==> src/pkg/link_cmd_pkg.sv <==
// constants and types shared by the link command processor block
package link_cmd_pkg;

  // ****************************************
  // register map (byte addresses, apb words)
  // ****************************************
  localparam logic [7:0] OFF_COMMAND_WORD = 8'h00;
  localparam logic [7:0] OFF_RESULT_BYTE = 8'h04;
  localparam logic [15:0] COMMAND_RESET = 16'h0000;
  localparam logic [7:0] RESULT_RESET = 8'h00;

  // ****************************************
  // command word field positions
  // ****************************************
  localparam int BIT_IGNORE = 31;
  localparam int BIT_WRITE = 15;
  localparam int BIT_PROG = 14;
  localparam int BIT_REQUEST = 13;
  localparam int BIT_TRANSFER = 12;
  localparam int BIT_STARTSTOP = 11;
  localparam int TYPE_HI = 10;
  localparam int TYPE_LO = 8;
  localparam int ADDR_HI = 10;

  // start/stop type codes and the global halt value
  localparam logic [2:0] TYPE_STOP = 3'h0;
  localparam logic [2:0] TYPE_START_NORMAL = 3'h1;
  localparam logic [2:0] TYPE_START_SETUP = 3'h7;
  localparam logic [15:0] GLOBAL_HALT_COMMAND = 16'h0800;

  // ****************************************
  // local read-only parameter addresses
  // ****************************************
  localparam logic [10:0] PAR_IF_TYPE = 11'h000;
  localparam logic [10:0] PAR_PORT_WIDTH = 11'h001;
  localparam logic [10:0] PAR_REV_HIGH = 11'h002;
  localparam logic [10:0] PAR_REV_LOW = 11'h003;
  localparam logic [10:0] PAR_GEN_IN = 11'h004;
  localparam logic [10:0] PAR_GEN_OUT = 11'h005;
  localparam logic [10:0] PAR_PROC_TYPE = 11'h006;
  localparam logic [10:0] PAR_CHANNELS = 11'h007;
  localparam logic [7:0] PORT_WIDTH_VALUE = 8'h08;
  localparam logic [7:0] GENERAL_IO_COUNT = 8'h00;

  // ****************************************
  // timing
  // ****************************************
  localparam int CLK_MHZ = 100;
  localparam int LINK_TIMEOUT_US = 100;
  // longest wait for the link engine, in clock cycles
  localparam int LINK_TIMEOUT_CYC = LINK_TIMEOUT_US * CLK_MHZ;

  // ****************************************
  // enumerations
  // ****************************************
  typedef enum logic [1:0] {
    op_probe_normal,
    op_probe_setup,
    op_transfer
  } link_op_t;

  typedef enum logic {
    st_idle,
    st_wait_link
  } fsm_t;

endpackage : link_cmd_pkg

==> src/design/link_command_processor.sv <==
// apb command/result register pair of the serial link command processor
//
// Operation
// [RULE1] command word is 16 bits, right justified
// [RULE2] bits 15/13/12/11 select write/request/transfer/startstop
// [RULE3] bit 14 resets processor, enables program load
// [RULE4] type 000 stop, 001 normal, 111 setup start
// [RULE5] low byte selects channels for the operation
// [RULE6] write launches; clearing to zero signals completion
// [RULE7] host writes only when idle, except halt/ignore
// [RULE8] writes with bit 31 set are discarded
// [RULE9] eight bit result register, right justified
// [RULE10] local read: request, poll zero, read result
// [RULE11] local write: poll, write byte, then command
// [RULE12] fixed read-only local parameters at 0..7
// [RULE13] stop or reset initialises all channel state
// [RULE14] start probes selected channels for remote devices
// [RULE15] normal start leaves channel chattering zero outputs
// [RULE16] start result: one marks channel failed start
// [RULE17] host repeats transfers within remote watchdog time
// [RULE18] global halt stops all, resets channel variables
// [RULE19] discovery only when starting a stopped interface
// [RULE20] masked stop keeps other channel variables intact
// [RULE21] transfer runs masked channels, completes or times out
// [RULE22] host masks only channels that started
// [RULE23] transfer result: set bit flags failed channel
// [RULE24] local fault bits sticky until a stop
// [RULE25] write to read-only parameter completes, no change
//
// Implementation choices: the register offsets and register access over APB.
module link_command_processor
  import link_cmd_pkg::*;
#(
  parameter int NUM_CHAN = 8,
  parameter int TIMEOUT_CYC = LINK_TIMEOUT_CYC,
  parameter logic [7:0] IF_TYPE_CODE = 8'h5a, // arbitrary value
  parameter logic [7:0] PROC_TYPE_CODE = 8'ha5, // arbitrary value
  parameter logic [7:0] REV_HIGH = 8'h01,
  parameter logic [7:0] REV_LOW = 8'h00
) (
  input wire logic pclk,
  input wire logic presetn,
  input wire logic psel,
  input wire logic penable,
  input wire logic pwrite,
  input wire logic [7:0] paddr,
  input wire logic [31:0] pwdata,
  output logic [31:0] prdata,
  output logic pready,
  output logic pslverr,
  output logic link_req,
  output link_op_t link_op,
  output logic [7:0] link_mask,
  input wire logic link_done,
  input wire logic [7:0] link_fail,
  output logic [7:0] chan_active,
  output logic [7:0] chan_setup,
  output logic [7:0] chan_chatter,
  output logic [7:0] chan_fault,
  output logic prog_load
);

  // ****************************************
  // elaboration checks
  // ****************************************
  if (NUM_CHAN < 1 || NUM_CHAN > 8) begin : g_chk_chan
    $error("NUM_CHAN must be 1 to 8");
  end
  if (TIMEOUT_CYC < 1 || TIMEOUT_CYC > 65535) begin : g_chk_tmo
    $error("TIMEOUT_CYC must fit 16 bits");
  end

  // channels that exist in this build
  localparam logic [8:0] CHAN_ONE = 9'h001;
  localparam logic [7:0] CHAN_VALID =
    8'((CHAN_ONE << NUM_CHAN) - CHAN_ONE);
  localparam logic [15:0] TMO_LOAD = 16'(TIMEOUT_CYC);

  // ****************************************
  // state
  // ****************************************
  typedef struct packed {
    logic [15:0] cmd;    // pending command, zero when idle
    logic [7:0] data;    // result / parameter byte
    logic [7:0] active;  // channels running
    logic [7:0] setup;   // channels started in setup mode
    logic [7:0] chatter; // channels sending zero outputs
    logic [7:0] fault;   // sticky local fault per channel
    logic prog;          // processor held for program load
    logic req;           // link engine request
    link_op_t op;        // operation handed to the link
    logic [7:0] mask;    // channels handed to the link
    logic [15:0] cnt;    // link timeout down counter
    fsm_t fsm;
    logic [31:0] prdata;
    logic pready;
    logic pslverr;
  } state_t;

  state_t st;
  state_t next_st;

  // ****************************************
  // helpers
  // ****************************************
  // clear every channel variable; used by halt and reset bit
  function automatic state_t init_channels(input state_t s);
    state_t r;
    r = s;
    r.cmd = COMMAND_RESET;
    r.data = RESULT_RESET;
    r.active = 8'h00;
    r.setup = 8'h00;
    r.chatter = 8'h00;
    r.fault = 8'h00;
    r.req = 1'b0;
    r.mask = 8'h00;
    r.cnt = 16'h0000;
    r.fsm = st_idle;
    return r;
  endfunction : init_channels

  // read-only local parameter table
  function automatic logic [7:0] param_byte(input logic [10:0] a);
    logic [7:0] v;
    v = 8'h00;
    unique case (a)
      PAR_IF_TYPE: v = IF_TYPE_CODE;
      PAR_PORT_WIDTH: v = PORT_WIDTH_VALUE;
      PAR_REV_HIGH: v = REV_HIGH;
      PAR_REV_LOW: v = REV_LOW;
      PAR_GEN_IN: v = GENERAL_IO_COUNT;
      PAR_GEN_OUT: v = GENERAL_IO_COUNT;
      PAR_PROC_TYPE: v = PROC_TYPE_CODE;
      PAR_CHANNELS: v = 8'(NUM_CHAN);
      default: v = 8'h00;
    endcase
    return v;
  endfunction : param_byte

  // ****************************************
  // bus decode
  // ****************************************
  logic apb_setup;
  logic apb_wr;
  logic wr_cmd;
  logic wr_data;
  logic is_halt;
  logic cmd_ok;
  logic [15:0] c;
  logic [7:0] cm;

  // zero wait state: pready rises in the first access cycle
  assign apb_setup = psel && !penable;
  assign apb_wr = psel && penable && st.pready && pwrite;
  assign wr_cmd = apb_wr && (paddr == OFF_COMMAND_WORD);
  assign wr_data = apb_wr && (paddr == OFF_RESULT_BYTE);
  assign c = pwdata[15:0];
  assign cm = c[7:0] & CHAN_VALID;
  assign is_halt = (c == GLOBAL_HALT_COMMAND);
  // busy writes are dropped unless they are the halt
  assign cmd_ok = wr_cmd && !pwdata[BIT_IGNORE] && // RULE8
                  (st.cmd == COMMAND_RESET || is_halt); // RULE7

  // ****************************************
  // next state
  // ****************************************
  always_comb begin
    logic [7:0] fail;
    fail = 8'h00;
    next_st = st;
    next_st.pready = 1'b0;
    next_st.pslverr = 1'b0;

    // register read data captured in the setup cycle
    if (apb_setup) begin
      next_st.pready = 1'b1;
      next_st.prdata = 32'h0000_0000;
      unique case (paddr)
        OFF_COMMAND_WORD: begin
          next_st.prdata = {16'h0000, st.cmd}; // RULE1 RULE6
        end
        OFF_RESULT_BYTE: begin
          next_st.prdata = {24'h0000_00, st.data}; // RULE9
        end
        default: begin
          next_st.pslverr = 1'b1;
        end
      endcase
    end

    // link engine wait; a dead link counts as all failed
    if (st.fsm == st_wait_link) begin
      if (link_done || st.cnt == 16'h0001) begin
        fail = link_done ? (link_fail & st.mask) : st.mask; // RULE21
        next_st.req = 1'b0;
        next_st.fsm = st_idle;
        next_st.cmd = COMMAND_RESET; // RULE6
        if (st.op == op_transfer) begin
          next_st.data = fail; // RULE23
          next_st.fault = st.fault | fail; // RULE24
          next_st.chatter = st.chatter & ~st.mask; // RULE15
        end else begin
          // data already holds channels refused at launch
          next_st.data = st.data | fail; // RULE16
          next_st.active = st.active | (st.mask & ~fail); // RULE14
          if (st.op == op_probe_setup) begin
            next_st.setup = st.mask & ~fail;
          end else begin
            next_st.chatter = st.mask & ~fail; // RULE15
          end
        end
      end else begin
        next_st.cnt = st.cnt - 16'h0001;
      end
    end

    // host byte for a following local write
    if (wr_data) begin
      next_st.data = pwdata[7:0]; // RULE11
    end

    // command launch; the halt wins over a running command
    if (cmd_ok) begin
      if (is_halt) begin
        next_st = init_channels(next_st); // RULE18 RULE13
      end else if (c[BIT_PROG]) begin
        next_st = init_channels(next_st); // RULE3 RULE13
        next_st.prog = 1'b1; // RULE3
      end else begin
        next_st.prog = 1'b0;
        if (c[BIT_REQUEST]) begin // RULE2
          // local access completes at once
          if (!c[BIT_WRITE]) begin
            next_st.data = param_byte(c[ADDR_HI:0]); // RULE10 RULE12
          end
          // every parameter is read-only, so a write only completes
          next_st.cmd = COMMAND_RESET; // RULE25
        end else if (c[BIT_TRANSFER]) begin
          next_st.data = 8'h00;
          if (cm != 8'h00) begin
            next_st.cmd = c; // RULE6
            next_st.req = 1'b1; // RULE21
            next_st.op = op_transfer;
            next_st.mask = cm; // RULE5
            next_st.cnt = TMO_LOAD;
            next_st.fsm = st_wait_link;
          end
        end else if (c[BIT_STARTSTOP]) begin
          unique case (c[TYPE_HI:TYPE_LO]) // RULE4
            TYPE_STOP: begin
              // masked stop leaves faults and other channels alone
              next_st.active = st.active & ~c[7:0]; // RULE20
              next_st.setup = st.setup & ~c[7:0]; // RULE20
              next_st.chatter = st.chatter & ~c[7:0]; // RULE20
            end
            TYPE_START_NORMAL, TYPE_START_SETUP: begin
              // missing channels fail straight away
              next_st.data = c[7:0] & ~CHAN_VALID; // RULE16
              if (st.active != 8'h00) begin
                // already running: no rediscovery
                next_st.data = c[7:0] & ~st.active; // RULE19
              end else if (cm != 8'h00) begin
                next_st.cmd = c;
                next_st.req = 1'b1; // RULE14
                next_st.op = (c[TYPE_HI:TYPE_LO] == TYPE_START_SETUP)
                           ? op_probe_setup : op_probe_normal;
                next_st.mask = cm; // RULE5
                next_st.cnt = TMO_LOAD;
                next_st.fsm = st_wait_link;
              end
            end
            default: begin
              // unknown type: completes, with prog_load cleared as its only effect
            end
          endcase
        end
      end
    end
  end

  // ****************************************
  // registers
  // ****************************************
  always_ff @(posedge pclk or negedge presetn) begin
    if (!presetn) begin
      st <= '0;
    end else begin
      st <= next_st;
    end
  end

  // ****************************************
  // outputs, all straight from the state register
  // ****************************************
  assign prdata = st.prdata;
  assign pready = st.pready;
  assign pslverr = st.pslverr;
  assign link_req = st.req;
  assign link_op = st.op;
  assign link_mask = st.mask;
  assign chan_active = st.active;
  assign chan_setup = st.setup;
  assign chan_chatter = st.chatter;
  assign chan_fault = st.fault;
  assign prog_load = st.prog;

  logic acc_ok;
  assign acc_ok = cmd_ok && !is_halt && !c[BIT_PROG];
endmodule : link_command_processor

==> config.mk <==
export PLATFORM = sky130hd
export DESIGN_NAME = link_command_processor
export DESIGN_NICKNAME = d
export VERILOG_FILES = /design/src/pkg/link_cmd_pkg.sv /design/src/design/link_command_processor.sv
export SDC_FILE = /design/constraint.sdc
export NUM_CORES = 1
export LEC_CHECK = 0
export BUFFER_PORTS_ARGS = -buffer_cell sky130_fd_sc_hd__buf_4
export CORE_MARGIN = 4
export CORE_UTILIZATION = 30
export CTS_CLUSTER_DIAMETER = 50
export CTS_CLUSTER_SIZE = 8
export DETAILED_ROUTE_END_ITERATION = 16
export PLACE_DENSITY = 0.52
export SYNTH_ARGS = -nofsm -noshare
export SYNTH_HDL_FRONTEND = slang
export SYNTH_SLANG_ARGS = --single-unit
==> constraint.sdc <==
create_clock -name pclk -period 2.2 [get_ports pclk]
set_input_delay 0.33 -clock pclk [delete_from_list [all_inputs] [get_ports pclk]]
set_output_delay 0.33 -clock pclk [all_outputs]
set_load 0.005 [all_outputs]
==> flow_metrics.py, run 1 <==
metrics = {
    "hold_path": {
        "hold_path.startpoint": "pwdata[10]",
        "hp-class": "in -> reg",
        "whs_path_depth": 2,
        "hold_path_end": "st[113]$_DFF_PN0_",
    },
    "worst_setup_path": {
        "r2r-start": "st[103]$_DFF_PN0_",
        "crit_type": "reg -> reg",
        "cp.required_ns": 2.47,
        "cp.arrival_ns": 2.43,
        "r2r_slack_ns": 0.04,
        "cp-end-kind": "register",
        "crit_fanout": 6,
        "startpoint_type": "register",
        "r2r_end": "st[97]$_DFF_PN0_",
        "reg2reg_depth": 7,
    },
    "final_layout": {
        "area_growth_pct": 36.7,
        "nFillCells": 2104,
        "nNetsFinal": 929,
        "final_common_cell": "buf_4",
        "layout_common_cells": "buf_4, dfrtp_1, nor2_1",
        "diodes": 0,
        "fin_area_sq_um": 8590,
        "drive_gt1_share_pct": 37.9,
        "fin_util_pct": 42.0,
    },
    "routing": {
        "remaining_drc_errors": 0,
        "wl_um": 22400,
        "via_per_inst": 5.16,
        "drt_iter0_markers": 418,
        "wl_per_cell_um": 19.5,
        "drtAntennaViolNets": 0,
        "drtPass1Iterations": 6,
        "vias": 5925,
    },
    "floorplan": {
        "core_area_sq_um": 20400,
        "ioPinCount": 132,
        "start_util_pct": 30.8,
        "rows": 52,
        "die_x_um": 153,
        "fp.dieH_um": 153,
        "dieArea_sq_um": 23300,
    },
    "synth": {
        "synth_area_sq_um": 6280,
        "yosys-top-cells-area": "dfrtp_1, buf_4, nor2_1",
        "avgSynthCellArea_sq_um": 8.90,
        "yosysTopAreaCellShare_pct": 41.0,
        "ys_seq_elements": 103,
        "ys_types": 68,
        "synth-edff-count": 0,
        "synth_area_leader_cell": "dfrtp_1",
        "yosysWarnings": 0,
        "async_flop_share_pct": 100,
        "synth-seq-area-share_pct": 41.0,
        "syn_inst": 706,
        "synth-main-ff-cell": "dfrtp_1",
    },
    "sta": {
        "fin_crit_ns": 2.16,
        "post-route-period-util_pct": 98.1,
        "setup-violations-final": 0,
        "fmax_mhz": 463,
        "drv_slew": 0,
        "finalHoldViolCount": 0,
        "maxSlewHeadroom_pct": 65.6,
        "grt_setup_unrepaired": "yes",
        "finalClockSkew_ns": 0.0111,
        "worstMarginPinSlew_ns": 0.512,
    },
    "power": {
        "power.density_nw_per_um2": 454,
        "irDropWorstVdd_mv": 0.280,
        "leakagePower_nw": 3.90,
    },
    "flow_run": {
        "drv_cap": 0,
    },
    "place": {
        "port_buffers": 100,
        "place.gp.congestion": 0.918,
        "hpwlAfterDp_um": 17000,
        "dpl_cell_area_sq_um": 7850,
    },
    "grt": {
        "grt_pass1_wl_um": 34200,
        "grt_max_degree": 35,
        "grt_pass1_vias": 5689,
        "grt_usage_pct": 18.6,
        "overflow": 0,
        "antenna_found_initial": 0,
    },
    "clock_tree": {
        "cts_tree": "done",
        "clockBufferDepth": 2,
        "clkLatencyLatePin_ns": 0.36,
        "clockRootBuffer": "clkbuf_16",
        "clock_sinks": 103,
        "cts_buffers": 9,
        "clk_pin_slew_ns": 0.07,
        "htree_levels": 3,
    },
    "status": {
        "outcome": "finished, final reports clean",
    },
}
where the power goes:
part / switching, mW / total, mW / internal (mW)
clock network: 0.743 / 1.58 / 0.833
logic: 0.230 / 0.401 / 0.171
registers: 0.0126 / 1.92 / 1.91
how the worst max path moves through the flow:
stage                                 start                        end  slack [ns]  depth (start not counted)
final                     st[103]$_DFF_PN0_           st[97]$_DFF_PN0_        0.04                          7
after global routing      st[103]$_DFF_PN0_   link_mask[0]$_DFFE_PN0P_       -0.06                         11
after CTS                 st[109]$_DFF_PN0_    chan_setup[3]$_DFF_PN0_       0.004                         10
after detailed placement          pwdata[1]           st[96]$_DFF_PN0_       -0.24                          8
after global placement             paddr[5]  chan_chatter[5]$_DFF_PN0_       -0.23                          7
after floorplan                   pwdata[1]           st[96]$_DFF_PN0_        0.04                          8
final cells by class:
class / instances / area, sq um / share of cell area [%]
clock inverters: 4 / 30.0 / 0.350
multi-input cells: 497 / 3340 / 38.9
clock buffers: 12 / 256 / 2.99
repair buffers: 247 / 1990 / 23.1
flip-flops and latches: 103 / 2580 / 30.0
inverters: 15 / 56.3 / 0.656
well taps: 270 / 338 / 3.93
layer usage:
layer	share of wire, %	routed length [um]	vias up	track usage (%)
met2	46	10300	196	29.5
met1	47	10500	2881	26.1
met3	5.0	1130	29	3.78
li1	-	-	2819	-
met4	2.4	531	0	4.88
met5	0	0	-	0
cells in the mapped netlist, drive strengths merged (4+ instances only):
cell type and count:
dfrtp 103, buf 87, nor2 66, nand2 64, nand3 32, o21ai 32, a21oi 30, nor3 26
nor4 21, a22o 20, clkbuf 19, nor2b 14, inv 13, nand2b 13, a211oi 11, o31ai 11
mux2i 9, nand4 9, o21a 9, o22ai 9, xor2 9, o32ai 8, a32oi 7, and3 7
xnor2 7, a21boi 6, a22oi 6, a31oi 6, or3 6, and2 5, or4 5, a221oi 4
per-stage QoR:
step,instances,hold slack (ns),power (mW),setup slack [ns],setup TNS [ns]
3_3_place_gp,1123,0.344,2.34,-0.225,-4.96
3_5_place_dp,1123,0.338,2.34,-0.237,-5.39
5_1_grt,1148,0.220,4.05,-0.0637,-0.473
2_1_floorplan,721,0.0344,2.11,0.0379,0
4_1_cts,1142,0.214,3.94,0.00390,0
6_report,1148,0.227,3.90,0.0418,0
kinds of logic (layout without fill, tap and decap cells):
| family | after synthesis | in the layout | synth area share, % |
|---|---|---|---|
| mux | 10 | 10 | 1.61 |
| xor+xnor | 16 | 16 | 2.23 |
| fa+ha+maj | 2 | 2 | 0.398 |
| simple gates | 279 | 279 | 22.9 |
| other cells | 1 | 16 | 0.0597 |
| compound gates | 174 | 174 | 19.9 |
| buf+inv | 121 | 278 | 11.9 |
| flops | 103 | 103 | 41.0 |
flip-flops by register name (all words and copies together) (netlist names):
name          cells
prog_load         1
link_mask         8
chan_chatter      8
pslverr           1
pready            1
chan_setup        8
chan_active       8
chan_fault        8
st               41
link_op           2
link_req          1
prdata           16
critical path, cell delays in order, from the launching register on:
cell	delay [ns]
dfrtp_1	0.40
nor4_2	0.27
buf_4	0.15
nand4_1	0.15
buf_6	0.20
nand2b_4	0.16
or4_4	0.57
o31ai_2	0.18
repair_timing:
| action | in CTS | in global routing |
|---|---|---|
| resized for setup | 12 | 74 |
| buffers inserted | 2 | 5 |
| hold buffers | 1 | 0 |
| hold endpoints to repair | 29 | 0 |
| setup endpoints to repair | 25 | 50 |
| pin swaps | 1 | 19 |
| gates cloned | 0 | 2 |
No activity file was read; power rests on OpenSTA's default activity.
==> run 2: changes to the inputs <==
- CORE_UTILIZATION: 30 -> 34
- PLACE_DENSITY: 0.52 -> 0.57
- clock period: 2.2 -> 1.9 ns (I/O delays scaled with it)
==> run 2 against run 1 <==
The flow now finishes with violations (negative setup slack). Cell count increased by 2.0%. Worst setup slack got worse by 0.25 ns. Wire length increased by 11%. Maximum frequency increased by 2.6%. Flip-flop and latch count unchanged. Total power increased by 24%. Global-route usage increased by 4.2 points. Clock skew decreased by 0.0047 ns. Critical path depth increased by 1. Count of clock-buffer cells in the layout decreased by 2. Clock power increased by 27%. Largest power group unchanged.
==> flow_metrics.py, run 2 (synthesized netlist as in run 1, its figures left out) <==
metrics = {
    "status": {
        "outcome": "finished, violations left",
        "failed_checks": "negative setup slack",
    },
    "power": {
        "irDropWorstVdd_mv": 0.405,
        "leakagePower_nw": 4.48,
        "p_seq_share_pct": 46.1,
        "p_int_mw": 3.62,
        "p_comb_share_pct": 12.1,
        "pwr-share-clk_pct": 41.8,
        "power.density_nw_per_um2": 481,
        "p_switching_mw": 1.20,
        "switching_share_pct": 24.8,
    },
    "grt": {
        "overflow": 0,
        "grt_usage_pct": 22.8,
        "grt_pass1_wl_um": 36300,
        "grt_pass1_vias": 6308,
        "antenna_found_initial": 0,
        "grt_max_degree": 35,
    },
    "worst_setup_path": {
        "r2r_slack_ns": -0.20,
        "cp.arrival_ns": 2.34,
        "crit_type": "reg -> reg",
        "reg2reg_depth": 8,
        "crit_fanout": 7,
        "r2r-start": "chan_active[3]$_DFF_PN0_",
        "r2r_end": "st[108]$_DFF_PN0_",
        "cp-end-kind": "register",
        "startpoint_type": "register",
        "startpoint": "chan_active[3]$_DFF_PN0_",
        "cp.required_ns": 2.14,
    },
    "sta": {
        "finalClockSkew_ns": 0.00637,
        "grt_setup_unrepaired": "yes",
        "finalHoldViolCount": 0,
        "drv_slew": 0,
        "setup-violations-final": 77,
        "worstMarginPinSlew_ns": 0.688,
        "post-route-period-util_pct": 111,
        "fin_crit_ns": 2.10,
        "fmax_mhz": 475,
        "timing.hold.ws_ns": 0.195,
        "worst_slack_ns": -0.204,
        "setup_tns_ns": -9.33,
        "maxSlewHeadroom_pct": 53.9,
    },
    "place": {
        "dpl_cell_area_sq_um": 8270,
        "pre_cts_ws_ns": -0.453,
        "port_buffers": 100,
        "hpwlAfterDp_um": 18100,
        "place.gp.congestion": 0.957,
    },
    "final_layout": {
        "final_common_cell": "buf_4",
        "fin_area_sq_um": 10000,
        "largest-register": "st",
        "drive_gt1_share_pct": 53.1,
        "largest_register_ffs": 41,
        "area_growth_pct": 59.5,
        "diodes": 0,
        "nNetsFinal": 994,
        "fin_util_pct": 55.4,
        "layout_common_cells": "buf_4, dfrtp_1, nor2_1",
    },
    "routing": {
        "via_per_inst": 5.53,
        "wl_per_cell_um": 21.2,
        "remaining_drc_errors": 0,
        "wl_um": 24800,
        "drtPass1Iterations": 5,
        "drtAntennaViolNets": 0,
        "vias": 6475,
        "drt_iter0_markers": 498,
    },
    "hold_path": {
        "hp-class": "in -> reg",
        "hold_path_end": "pready$_DFF_PN0_",
        "hold_path.startpoint": "psel",
        "whs_path_depth": 3,
    },
    "floorplan": {
        "ioPinCount": 132,
        "fp.dieH_um": 144,
        "dieArea_sq_um": 20700,
        "die_x_um": 144,
        "core_area_sq_um": 18100,
        "rows": 49,
        "start_util_pct": 34.7,
    },
    "clock_tree": {
        "clkLatencyLatePin_ns": 0.35,
        "cts_tree": "done",
        "clockRootBuffer": "clkbuf_16",
        "cts_buffers": 9,
        "clockBufferDepth": 2,
        "clock_sinks": 103,
        "clk_pin_slew_ns": 0.07,
        "htree_levels": 3,
    },
    "flow_run": {
        "drv_cap": 0,
    },
}
## run 2: changes by cell type in the layout (fill, tap and decap cells not counted), sizes merged
cell / previous run / this run
inv: 13 / 14
bufinv: 0 / 2
a21oi: 30 / 31
clkinv: 5 / 3
buf: 246 / 308
## run 2: final cells by class
class | instances | area [sq um]
fillers | 1573 | 8060
multi-input cells | 498 | 4140
repair buffers | 311 | 2660
flip-flops and latches | 103 | 2580
well taps | 229 | 287
clock buffers | 10 | 229
clock inverters | 5 | 81.3
inverters | 15 | 56.3
## run 2: routing by layer
layer  track usage [%]  wire length [um]  vias up
li1                  -                 -     2949
met2              36.8             11800      260
met4              5.70               460        0
met3              3.83              1610       37
met1              32.0             10900     3229
met5                 0                 0        -
## run 2: worst max-delay path by stage
stage                        endpoint  slack (ns)  depth (start not counted)
floorplan           st[101]$_DFF_PN0_       -0.22                          8
global placement    st[100]$_DFF_PN0_       -0.39                          6
detailed placement  st[100]$_DFF_PN0_       -0.45                          7
CTS                 st[109]$_DFF_PN0_       -0.22                          8
global route         st[47]$_DFF_PN0_       -0.29                          9
finish              st[108]$_DFF_PN0_       -0.20                          8
## run 2: critical path, stage by stage (launching register included)
cell      delay [ns]
dfrtp_1         0.39
nor4_2          0.33
buf_4           0.19
buf_4           0.13
a41o_4          0.22
a21boi_2        0.07
o21ai_2         0.27
a21oi_4         0.15
a22o_1          0.26
## run 2: metrics by stage
stage / power, mW / std cells
3_3_place_gp: 2.75 / 1127
6_report: 4.82 / 1171
5_1_grt: 4.97 / 1171
2_1_floorplan: 2.45 / 721
3_5_place_dp: 2.75 / 1127
4_1_cts: 4.80 / 1150
## run 2: power by group through the flow
stage | clock network [mW] | logic, mW | registers [mW]
after floorplan | 0 | 0.186 | 2.27
after global placement | 0 | 0.485 | 2.26
after detailed placement | 0 | 0.491 | 2.26
after CTS | 2.05 | 0.529 | 2.22
after global routing | 2.12 | 0.624 | 2.22
final | 2.01 | 0.582 | 2.22
## run 2: repair_timing
item / in CTS / in global routing
pin swaps: 28 / 71
gates cloned: 2 / 3
hold buffers: 1 / 0
buffers inserted: 6 / 19
endpoints found under the hold margin: 13 / 0
endpoints found under the setup margin: 85 / 85
gates resized for setup: 102 / 152
